File: src/core/ovl_pkg.sv
package ovl_pkg;

  // register byte offsets
  localparam logic [7:0] OFS_X_START    = 8'h80;
  localparam logic [7:0] OFS_Y_START    = 8'h82;
  localparam logic [7:0] OFS_XPRE_WLO   = 8'h84;
  localparam logic [7:0] OFS_WIDTH_HI   = 8'h85;
  localparam logic [7:0] OFS_YPRE_HLO   = 8'h86;
  localparam logic [7:0] OFS_HEIGHT_HI  = 8'h87;
  localparam logic [7:0] OFS_SPR_ADDR   = 8'h88;
  localparam logic [7:0] OFS_COLOUR0    = 8'h8C;
  localparam logic [7:0] OFS_COLOUR1    = 8'h90;
  localparam logic [7:0] OFS_SPR_CTRL   = 8'h94;
  localparam logic [7:0] OFS_PORT       = 8'h95;
  localparam logic [7:0] OFS_WIN_CTRL   = 8'h96;
  localparam int         BYTE_COUNT     = 20;

  // reset values
  localparam logic [7:0] SPR_CTRL_RESET = 8'h10;
  localparam logic [7:0] PORT_RESET     = 8'h00;
  localparam logic [7:0] WIN_CTRL_RESET = 8'h00;
  localparam logic [7:0] BYTE_RESET     = 8'h00;

  // sprite control fields
  localparam int SPR_ENABLE  = 0;
  localparam int SPR_OVER_BD = 1;
  localparam int SPR_MSB_1ST = 2;
  localparam int SPR_BLINK   = 3;
  localparam int SPR_RATE_LO = 4;

  // port register fields
  localparam int PORT_VRESET = 0;
  localparam int PORT_FIELD  = 1;
  localparam int PORT_BSWAP  = 6;
  localparam int PORT_WSWAP  = 7;

  // window control fields
  localparam int WIN_ENABLE  = 0;
  localparam int WIN_HSC_LO  = 1;
  localparam int WIN_VSC_LO  = 3;
  localparam int WIN_ODD     = 5;

  // sprite geometry and blink base
  localparam logic [7:0] SPR_LAST      = 8'h3F;
  localparam logic [5:0] BLINK_BASE    = 6'h04;

  // display depth codes
  typedef enum logic [1:0] {
    OVL_BPP8,
    OVL_BPP16,
    OVL_BPP24,
    OVL_BPP32
  } ovl_depth_e;

  // memory-mapped byte access
  typedef struct packed {
    logic       sel;
    logic       write;
    logic [7:0] addr;
    logic [7:0] wdata;
  } ovl_mmio_s;

  // raster position from the display timing
  typedef struct packed {
    logic               frameStart;
    logic               inBorder;
    logic signed [15:0] x;
    logic signed [15:0] y;
  } ovl_disp_s;

endpackage

File: src/core/ovl_overlay.sv
`timescale 1ns/1ps

// Notes on behaviour
// - one shared register set, one function active
// - registers reached by memory-mapped access only
// - signed horizontal start from active left edge
// - signed vertical start from active top
// - sprite column preset, ends at column 63
// - sprite row preset, ends at row 63
// - window width in dwords, two bytes
// - window height in rows, two bytes
// - sprite colours masked to display depth
// - sprite enable bit, reset disabled
// - sprite hidden or shown over border
// - pattern byte bit order select
// - blink enable bit, reset off
// - blink period 4 to 32 frames
// - port status mirrors vertical reset, field
// - byte swap of input words
// - word swap of consecutive input words
// - window enable forces sprite off
// - horizontal reduction by 1,2,4,8
// - vertical reduction by 1,2,4,8
// - odd or even line selection
module ovl_overlay (
  // clock and reset
  input  wire logic                clock,
  input  wire logic                reset,
  // memory-mapped register access
  input  wire ovl_pkg::ovl_mmio_s  mmio,
  output logic [7:0]               mmioRdata,
  // display timing
  input  wire ovl_pkg::ovl_disp_s  disp,
  input  wire ovl_pkg::ovl_depth_e depth,
  // sprite pattern planes for current row
  input  wire logic [7:0]          patternPlane0,
  input  wire logic [7:0]          patternPlane1,
  // sprite fetch and pixel
  output logic [23:0]              spriteBase,
  output logic [5:0]               spriteRow,
  output logic [5:0]               spriteCol,
  output logic                     spriteVisible,
  output logic                     spriteInvert,
  output logic [31:0]              spriteColour,
  // window region
  output logic                     windowActive,
  // video port pins
  input  wire logic [15:0]         videoInputBus,
  input  wire logic                videoValidIn,
  input  wire logic                videoLineIn,
  input  wire logic                videoVerticalResetIn_n,
  input  wire logic                videoFieldIn,
  // decimated video out
  output logic [31:0]              videoOutData,
  output logic                     videoOutValid
);

  // register storage
  logic [7:0]  byteReg [ovl_pkg::BYTE_COUNT];
  logic [7:0]  sprCtrl_reg;
  logic [1:0]  portSwap_reg;
  logic [7:0]  winCtrl_reg;

  // pin synchronisers
  logic [15:0] busS1_reg, busS2_reg;
  logic [3:0]  pinS1_reg, pinS2_reg;
  logic        lineDly_reg;

  // decode helpers
  function automatic logic [31:0] depthMask(ovl_pkg::ovl_depth_e d);
    case (d)
      ovl_pkg::OVL_BPP8:  depthMask = 32'h0000_00FF;
      ovl_pkg::OVL_BPP16: depthMask = 32'h0000_FFFF;
      ovl_pkg::OVL_BPP24: depthMask = 32'h00FF_FFFF;
      default:            depthMask = 32'hFFFF_FFFF;
    endcase
  endfunction

  function automatic logic [3:0] scaleMask(logic [1:0] code);
    case (code)
      2'b00:   scaleMask = 4'h0;
      2'b01:   scaleMask = 4'h1;
      2'b10:   scaleMask = 4'h3;
      default: scaleMask = 4'h7;
    endcase
  endfunction

  function automatic logic [31:0] word32(logic [7:0] ofs);
    logic [4:0] i;
    i = 5'(ofs - ovl_pkg::OFS_X_START);
    word32 = {byteReg[i + 5'd3], byteReg[i + 5'd2], byteReg[i + 5'd1], byteReg[i]};
  endfunction

  // byte registers 80h-93h
  // memory-mapped byte writes
  genvar g;
  generate
    for (g = 0; g < ovl_pkg::BYTE_COUNT; g++) begin : gBytes
      always_ff @(posedge clock) begin
        if (reset) begin
          byteReg[g] <= ovl_pkg::BYTE_RESET;
        end else if (mmio.sel && mmio.write &&
                     mmio.addr == 8'(ovl_pkg::OFS_X_START + 8'(g))) begin
          byteReg[g] <= mmio.wdata;
        end
      end
    end
  endgenerate

  // control registers
  // sprite control resets to 10h
  always_ff @(posedge clock) begin
    if (reset) begin
      sprCtrl_reg  <= ovl_pkg::SPR_CTRL_RESET;
      portSwap_reg <= ovl_pkg::PORT_RESET[7:6];
      winCtrl_reg  <= ovl_pkg::WIN_CTRL_RESET;
    end else if (mmio.sel && mmio.write) begin
      case (mmio.addr)
        ovl_pkg::OFS_SPR_CTRL: sprCtrl_reg  <= {2'b00, mmio.wdata[5:0]};
        ovl_pkg::OFS_PORT:     portSwap_reg <= mmio.wdata[7:6];
        ovl_pkg::OFS_WIN_CTRL: winCtrl_reg  <= mmio.wdata;
        default: ;
      endcase
    end
  end

  // read port
  // live pin levels in status bits
  always_ff @(posedge clock) begin
    if (reset) begin
      mmioRdata <= 8'h00;
    end else if (mmio.sel && !mmio.write) begin
      if (mmio.addr >= ovl_pkg::OFS_X_START && mmio.addr < ovl_pkg::OFS_SPR_CTRL) begin
        mmioRdata <= byteReg[5'(mmio.addr - ovl_pkg::OFS_X_START)];
      end else begin
        case (mmio.addr)
          ovl_pkg::OFS_SPR_CTRL: mmioRdata <= sprCtrl_reg;
          ovl_pkg::OFS_PORT:     mmioRdata <= {portSwap_reg, 4'h0, pinS2_reg[1], pinS2_reg[0]};
          ovl_pkg::OFS_WIN_CTRL: mmioRdata <= winCtrl_reg;
          default:               mmioRdata <= 8'h00;
        endcase
      end
    end
  end

  // decoded fields
  // signed start positions
  logic signed [15:0] xStart, yStart;
  logic [7:0]         xPreset, yPreset;
  logic [15:0]        winWidth, winHeight;
  logic signed [16:0] dx, dy;
  assign xStart  = byteReg[1] == 8'h00 && byteReg[0] == 8'h00 ? 16'sh0000 : $signed({byteReg[1], byteReg[0]});
  assign yStart  = $signed({byteReg[3], byteReg[2]});
  assign xPreset = byteReg[4];
  assign yPreset = byteReg[6];
  assign winWidth  = {byteReg[5], byteReg[4]};
  assign winHeight = {byteReg[7], byteReg[6]};
  assign dx = 17'(disp.x) - 17'(xStart);
  assign dy = 17'(disp.y) - 17'(yStart);

  localparam int ADDR_IDX = int'(ovl_pkg::OFS_SPR_ADDR - ovl_pkg::OFS_X_START);
  assign spriteBase = {byteReg[ADDR_IDX + 2], byteReg[ADDR_IDX + 1], byteReg[ADDR_IDX]};

  // blink timing
  // advance once per frame
  // period 4<<code frames on, same off
  logic [5:0] blinkCnt_reg;
  logic       blinkOn_reg;
  logic [5:0] blinkPeriod;
  assign blinkPeriod = ovl_pkg::BLINK_BASE << sprCtrl_reg[ovl_pkg::SPR_RATE_LO +: 2];
  always_ff @(posedge clock) begin
    if (reset) begin
      blinkCnt_reg <= 6'h00;
      blinkOn_reg  <= 1'b1;
    end else if (disp.frameStart) begin
      if (blinkCnt_reg + 6'h01 >= blinkPeriod) begin
        blinkCnt_reg <= 6'h00;
        blinkOn_reg  <= !blinkOn_reg;
      end else begin
        blinkCnt_reg <= blinkCnt_reg + 6'h01;
      end
    end
  end

  // sprite pixel
  logic [8:0] colIdx, rowIdx;
  logic       inSprite, sprOn, sprShow;
  logic [2:0] bitSel;
  logic [1:0] pixCode;
  // nine bits so a large preset cannot wrap back into the pattern
  assign colIdx = {3'b000, dx[5:0]} + {1'b0, xPreset};
  assign rowIdx = {3'b000, dy[5:0]} + {1'b0, yPreset};
  // start at preset, stop at 63
  assign inSprite = !dx[16] && !dy[16] && dx < 17'sd64 && dy < 17'sd64 &&
                    colIdx <= {1'b0, ovl_pkg::SPR_LAST} && rowIdx <= {1'b0, ovl_pkg::SPR_LAST};
  assign sprOn = sprCtrl_reg[ovl_pkg::SPR_ENABLE] && !winCtrl_reg[ovl_pkg::WIN_ENABLE];
  assign bitSel  = sprCtrl_reg[ovl_pkg::SPR_MSB_1ST] ? 3'(3'd7 - colIdx[2:0]) : colIdx[2:0];
  assign pixCode = {patternPlane1[bitSel], patternPlane0[bitSel]};
  assign sprShow = sprOn && inSprite &&
                   (!disp.inBorder || sprCtrl_reg[ovl_pkg::SPR_OVER_BD]) &&
                   (!sprCtrl_reg[ovl_pkg::SPR_BLINK] || blinkOn_reg);

  always_ff @(posedge clock) begin
    if (reset) begin
      spriteRow     <= 6'h00;
      spriteCol     <= 6'h00;
      spriteVisible <= 1'b0;
      spriteInvert  <= 1'b0;
      spriteColour  <= 32'h0000_0000;
    end else begin
      spriteRow     <= rowIdx[5:0];
      spriteCol     <= colIdx[5:0];
      spriteVisible <= sprShow && !pixCode[1];
      spriteInvert  <= sprShow && pixCode == 2'b11;
      spriteColour  <= (pixCode[0] ? word32(ovl_pkg::OFS_COLOUR1) : word32(ovl_pkg::OFS_COLOUR0))
                       & depthMask(depth);
    end
  end

  // window region, width compared in dwords
  logic [16:0] dxDword;
  always_comb begin
    case (depth)
      ovl_pkg::OVL_BPP8:  dxDword = 17'(dx >>> 2);
      ovl_pkg::OVL_BPP16: dxDword = 17'(dx >>> 1);
      default:            dxDword = dx;
    endcase
  end
  always_ff @(posedge clock) begin
    if (reset) begin
      windowActive <= 1'b0;
    end else begin
      windowActive <= winCtrl_reg[ovl_pkg::WIN_ENABLE] && !dx[16] && !dy[16] &&
                      dxDword < {1'b0, winWidth} && dy < $signed({1'b0, winHeight});
    end
  end

  // video pin synchronisers
  always_ff @(posedge clock) begin
    if (reset) begin
      busS1_reg   <= 16'h0000;
      busS2_reg   <= 16'h0000;
      pinS1_reg   <= 4'h1;
      pinS2_reg   <= 4'h1;
      lineDly_reg <= 1'b0;
    end else begin
      busS1_reg   <= videoInputBus;
      busS2_reg   <= busS1_reg;
      pinS1_reg   <= {videoLineIn, videoValidIn, videoFieldIn, videoVerticalResetIn_n};
      pinS2_reg   <= pinS1_reg;
      lineDly_reg <= pinS2_reg[3];
    end
  end

  logic        lineEdge, frameReset;
  logic [15:0] wordIn;
  assign lineEdge   = pinS2_reg[3] && !lineDly_reg;
  assign frameReset = !pinS2_reg[0];
  assign wordIn = portSwap_reg[0] ? {busS2_reg[7:0], busS2_reg[15:8]} : busS2_reg;

  // line counter and vertical keep
  logic [7:0] lineCnt_reg;
  logic       lineKeep;
  logic [3:0] vMask;
  // first line edge after a vertical reset lands on line 0
  always_ff @(posedge clock) begin
    if (reset || frameReset) begin
      lineCnt_reg <= 8'hFF;
    end else if (lineEdge) begin
      lineCnt_reg <= lineCnt_reg + 8'h01;
    end
  end
  assign vMask = scaleMask(winCtrl_reg[ovl_pkg::WIN_VSC_LO +: 2]);
  assign lineKeep = (lineCnt_reg[3:0] & vMask) ==
                    ({3'b000, winCtrl_reg[ovl_pkg::WIN_ODD]} & vMask);

  // word pairing and horizontal keep
  logic [15:0] firstWord_reg;
  logic        wordPhase_reg;
  logic [2:0]  hCnt_reg;
  logic        pairDone;
  logic [3:0]  hMask;
  assign pairDone = pinS2_reg[2] && wordPhase_reg;
  assign hMask    = scaleMask(winCtrl_reg[ovl_pkg::WIN_HSC_LO +: 2]);
  always_ff @(posedge clock) begin
    if (reset || lineEdge) begin
      firstWord_reg <= 16'h0000;
      wordPhase_reg <= 1'b0;
      hCnt_reg      <= 3'h0;
    end else if (pinS2_reg[2]) begin
      wordPhase_reg <= !wordPhase_reg;
      if (!wordPhase_reg) begin
        firstWord_reg <= wordIn;
      end else begin
        hCnt_reg <= hCnt_reg + 3'h1;
      end
    end
  end

  always_ff @(posedge clock) begin
    if (reset) begin
      videoOutData  <= 32'h0000_0000;
      videoOutValid <= 1'b0;
    end else begin
      videoOutValid <= pairDone && lineKeep &&
                       (hCnt_reg & hMask[2:0]) == 3'h0;
      videoOutData  <= portSwap_reg[1] ? {firstWord_reg, wordIn} : {wordIn, firstWord_reg};
    end
  end

endmodule

File: config.mk
export PLATFORM = sky130hd
export DESIGN_NAME = ovl_overlay
export DESIGN_NICKNAME = d
export VERILOG_FILES = /design/src/core/ovl_pkg.sv /design/src/core/ovl_overlay.sv
export SDC_FILE = /design/constraint.sdc
export NUM_CORES = 1
export LEC_CHECK = 0
export BUFFER_PORTS_ARGS = -buffer_cell sky130_fd_sc_hd__clkbuf_2
export CAP_MARGIN = 10
export CORE_ASPECT_RATIO = 1.4
export CORE_MARGIN = 5
export CORE_UTILIZATION = 25
export CTS_BUF_LIST = sky130_fd_sc_hd__clkbuf_16
export CTS_CLUSTER_DIAMETER = 30
export DETAILED_ROUTE_END_ITERATION = 7
export SYNTH_ARGS = -nofsm -noshare
export SYNTH_HDL_FRONTEND = slang
export SYNTH_SLANG_ARGS = --single-unit
export TNS_END_PERCENT = 10
File: constraint.sdc
create_clock -name clock -period 4.1 [get_ports clock]
set_input_delay 0.205 -clock clock [delete_from_list [all_inputs] [get_ports clock]]
set_output_delay 0.205 -clock clock [all_outputs]
set_load 0.02 [all_outputs]
---- After elaboration in Yosys (flattened, before gate mapping) ----
Memories as Yosys holds them, arrays and structs flattened.
Cells that the tools add are included.
operators by class
  add/sub/neg operators ................... 9
  eq/ne operators ......................... 31
  multiplexer cells ....................... 99
  bitwise logic cells ..................... 25
  div/mod/pow operators ................... 0
  reductions and logical operators ........ 70
  multipliers ............................. 0
  $lt $le $gt $ge ......................... 10
  shifts and indexed selects .............. 1
operator list
  cell                                                            number
  equality test 8 bit, second input constant                      23
  2-to-1 mux 8 bit                                                21
  2-to-1 mux 32 bit                                               3
  one-hot mux 32 bit (3 select lines)                             1
  2-to-1 mux 1 bit                                                64
  logical AND 1 bit                                               43
  less-than comparator 17 x 8 -> 1 bit, second input constant     2
  subtractor 16 x 16 -> 17 bit                                    2
  bitwise AND 32 bit                                              1
  2-to-1 mux 16 bit                                               2
  one-hot mux 16 bit (2 select lines)                             1
  one-hot mux 8 bit (3 select lines)                              1
  OR 1 bit                                                        20
  adder 6 x 8 -> 9 bit                                            2
  less-or-equal comparator 9 x 6 -> 1 bit, second input constant  2
  one-hot mux 3 bit (3 select lines)                              2
  less-than comparator 17 x 16 -> 1 bit                           1
  less-than comparator 17 bit                                     1
  logical NOT 8 bit                                               2
  AND reduction 2 bit                                             6
  logical NOT 1 bit                                               11
  adder 8 x 1 -> 8 bit, second input constant                     1
  equality test 2 bit, second input constant                      4
  greater-or-equal comparator 8 bit, second input constant        1
  20 further kinds                                                28
storage, ports and cells
  bits in registers ....................... 180
  bits in read-only memories .............. 0
  RAM bits ................................ 160
  input port bits ......................... 92
  memories kept ........................... 1
  word-level logic and storage cells ...... 269
  output and inout port bits .............. 112
  latch bits .............................. 0
memories
  name     depth  bits a word  rd ports  clocked after Yosys merged registers in  write ports  RTL line           text
  byteReg  20     8            20        0                                        20           ovl_overlay.sv:59  logic [7:0] byteReg [ovl_pkg::BYTE_COUNT];

---- Logic depth before layout (Yosys ltp) ----
An unclocked memory read counts as a cell.
  depth in word-level cells ............... 15
  mapped depth ............................ 20

---- Least setup slack after synthesis ----
No wires, ideal clock.
  kind .................................... register to register
  start ................................... memory byteReg[0][0]
  end ..................................... register windowActive
  arrival time ............................ 3314 ps
  stages on the path, launching flop included .. 21
  buffers on the path ..................... 1
  period minus slack after synthesis ...... 3399 ps
  path slack .............................. 701 ps
  cell sequence ........................... edfxtp_1 -> clkbuf_1 -> ha_1 -> inv_1 -> fa_1 -> a21o_1 -> nand4_1 -> a21boi_1 -> and4b_1 -> a211oi_2 -> nand2_1 -> nand2_1 -> o21ai_0 -> ha_1 -> a21o_1 -> a21oi_1 -> nor2b_1 -> o21ai_0 -> a21oi_1 -> a211o_1 -> a211oi_1
RTL lines
  element                 RTL line            text
  start: declaration      ovl_overlay.sv:59
  end signal: assignment  ovl_overlay.sv:233  windowActive <= winCtrl_reg[ovl_pkg::WIN_ENABLE] && !dx[16] && !dy[16] &&
  end: declaration        ovl_overlay.sv:46   output logic windowActive,

==> flow_metrics.tcl <==
set metrics [dict create \
    ir_drop_v 0.000376 \
    fin_crit_sh_pct 97.2 \
    crit_family "simple AND/OR/NAND/NOR gates" \
    period_minus_slack_ps 3990 \
    drtIter0Drc 904 \
    rsz0062_at_grt "no" \
    remaining_drc_errors 0 \
    grt_max_degree 76 \
    largest_reg_flops 160 \
    slowest_delay_ps 450 \
    p_leak_uw 0.00882 \
    final_antenna_net_count 0 \
    start_util_pct 25.2 \
    slew_headroom_pct 18.2 \
    synthAdderAreaFrac_pct 6.67 \
    die_area_um2 74000 \
    tns_ps 0 \
    pwr-share-seq_pct 35.6 \
    p_sw_share_pct 29.2 \
    cts_buffer_depth 3 \
    finalHoldViolations 0 \
    synth_top_family_by_area "simple AND/OR/NAND/NOR gates" \
    netlist_instances 1603 \
    drive_above_1_share_pct 22.0 \
    synthXorXnorAreaFrac_pct 2.35 \
    gp_congestion 0.922 \
    cts_sinks 335 \
    dp_cells 2665 \
    synth-seq-cells 335 \
    p_int_uw 7600 \
    vias_per_cell 4.59 \
    coreArea_um2 68000 \
    syn_nets 1784 \
    cts-root-buf "clkbuf_16" \
    hpwl_um 43400 \
    syn_to_final_growth_pct 25.7 \
    multi_input_area_um2 8220 \
    path_max_fanout 5 \
    synth_edf_count 160 \
    antenna_found_initial 4 \
    clkPwrFrac_pct 48.3 \
    async_flop_share_pct 0 \
    status "complete, no violations" \
    synth_compound_area_share_pct 9.07 \
    clkTransAtPathRegs_ps 60 \
    wl_per_cell_um 20.3 \
    clock_latency_ps 640 \
    yosysUniqueCellTypes 64 \
    crit_arrival_ps 4540 \
    ys_seq_area_share_pct 48.4 \
    grt_use_total_pct 15.0 \
    fin_nets 2007 \
    first_pass_iters 5 \
    synthesis.area_um2 17200 \
    die_h_um 320 \
    end_kind "flop" \
    top_register "byteReg" \
    skew_ps 53.9 \
    gr-total-overflow 0 \
    htree_levels 2 \
    vias 12800 \
    final_common_cell "clkbuf_2" \
    cp_slowest_cell "or3b_2" \
    pwr-share-comb_pct 16.1 \
    routed_wl_um 56900 \
    ios 204 \
    min_path_type "in2reg" \
    synthSimpleGateAreaFrac_pct 17.3 \
    port_buffers 203 \
    grt_first_pass_wirelength_um 84100 \
    final-max-slew-violation-count 0 \
    cts_setup_buffers 0 \
    p_per_area_nw_per_um2 498 \
    regArea_um2 8310 \
    switchingPower_uw 3140 \
    layout_common_cells "201 x clkbuf_2, 194 x nor2_1, 174 x dfxtp_1" \
    max_cap_viol_count 0 \
    numCtsBuffers 58 \
    crit_required_ps 4650 \
    syn_area_per_cell_um2 10.7 \
    final_cells 2799 \
    top_regs "byteReg x160, spriteColour x32, videoOutData x32" \
    worstSetupPathType "reg2reg" \
    critical_path.cell_chain "ha_1, inv_1, fa_1, a21o_1, a21oi_1, xnor2_1, ha_1, a21oi_1, nand3_1, or3b_2, a32oi_1, nand3_1, nor4_4, and3_1" \
    start_kind "flop" \
    synth_mux_area_share_pct 12.4 \
    path_buf_inv 1 \
    finalSetupViolations 0 \
    grt_pass1_vias 13300 \
    nFillCells 6863 \
    die_w_um 231 \
    ys.flop_type "dfxtp_1" \
    yosysWarnings 0 \
    fmax_ghz 0.251 \
    rows 113 \
    cts_tree "yes" \
    tightest_slew_ps 1220 \
]
[per-stage QoR]
stage	setup slack, ps	total power, uW	hold WS, ps	instance area [um^2]	util [%]
2_1_floorplan	701	4970	309	17200	-
3_3_place_gp	120	5590	403	19200	28.2
3_5_place_dp	68.7	5620	409	19200	28.2
4_1_cts	47.9	10900	31.9	21500	31.7
5_1_grt	14.4	11200	75.8	21600	31.7
6_report	115	10700	35.1	21600	31.7
[kinds of logic (layout without fill, tap and decap cells)]
group           count (synthesis)  after routing
flops                         335            335
simple gates                  582            582
fa+ha+maj                      89             89
xor+xnor                       46             46
other cells                     0              3
mux                           147            147
compound gates                235            235
buf+inv                       169            442
[final timing paths]
check                start            end  slack (ps)  depth (start not counted)
max          byteReg[0][0]   spriteInvert         110                         14
min                  reset   mmioRdata[7]          40                          2
max reg2reg  byteReg[0][0]   spriteInvert         110                         14
min reg2reg  busS1_reg[12]  busS2_reg[12]         420                          1
[per-layer routing]
layer,global-route usage (%),share of wire [%]
met1,16.8,37
met3,2.61,5.6
met2,27.8,53
met5,0,0
met4,6.17,4.0
[layout make-up]
class	instances	share of cell area [%]
flip-flops and latches	335	38.5
multi-input cells	1099	38.1
clock buffers	58	6.73
repair buffers	245	6.54
well taps	920	5.34
clock inverters	52	3.18
inverters	87	1.51
diodes	3	0.0348
[synthesized netlist by cell type, drive strengths merged (3+ instances only)]
master,number,area share [%]
a211o,5,0.26
edfxtp,160,28
or2,7,0.26
fa,4,0.47
a22oi,3,0.13
and2,167,6.1
nor4,4,0.18
a21boi,3,0.13
nand2b,15,0.55
xor2,18,0.92
nand3,22,0.64
a21o,17,0.79
mux2i,88,5.1
o21bai,3,0.13
nor2b,55,2.0
mux2,7,0.46
nand2,73,1.6
a21oi,68,2.0
or3,3,0.11
nand4,5,0.18
o2111ai,7,0.36
dfxtp,175,20
buf,23,0.61
nor3,18,0.55
and3,10,0.39
o221ai,6,0.31
o211ai,8,0.35
clkbuf,59,1.3
a211oi,44,2.0
a221oi,3,0.26
ha,85,6.2
nor2,194,4.2
mux4,52,6.8
inv,87,1.9
xnor2,28,1.4
o21ai,49,1.5
o21a,6,0.26
[power by group through the flow]
stage / registers [uW] / clock network, uW / logic [uW]
after floorplan: 3940 / 0 / 1030
after global placement: 3900 / 0 / 1690
after detailed placement: 3900 / 0 / 1720
after CTS: 3830 / 5280 / 1740
after global routing: 3850 / 5440 / 1880
final: 3830 / 5190 / 1730
[timing repair]
item,in CTS,in global routing
hold buffers,21,0
hold endpoints to repair,27,0
gates resized for setup,0,3
setup endpoints to repair,0,3
(Power assumes the default switching activity.)
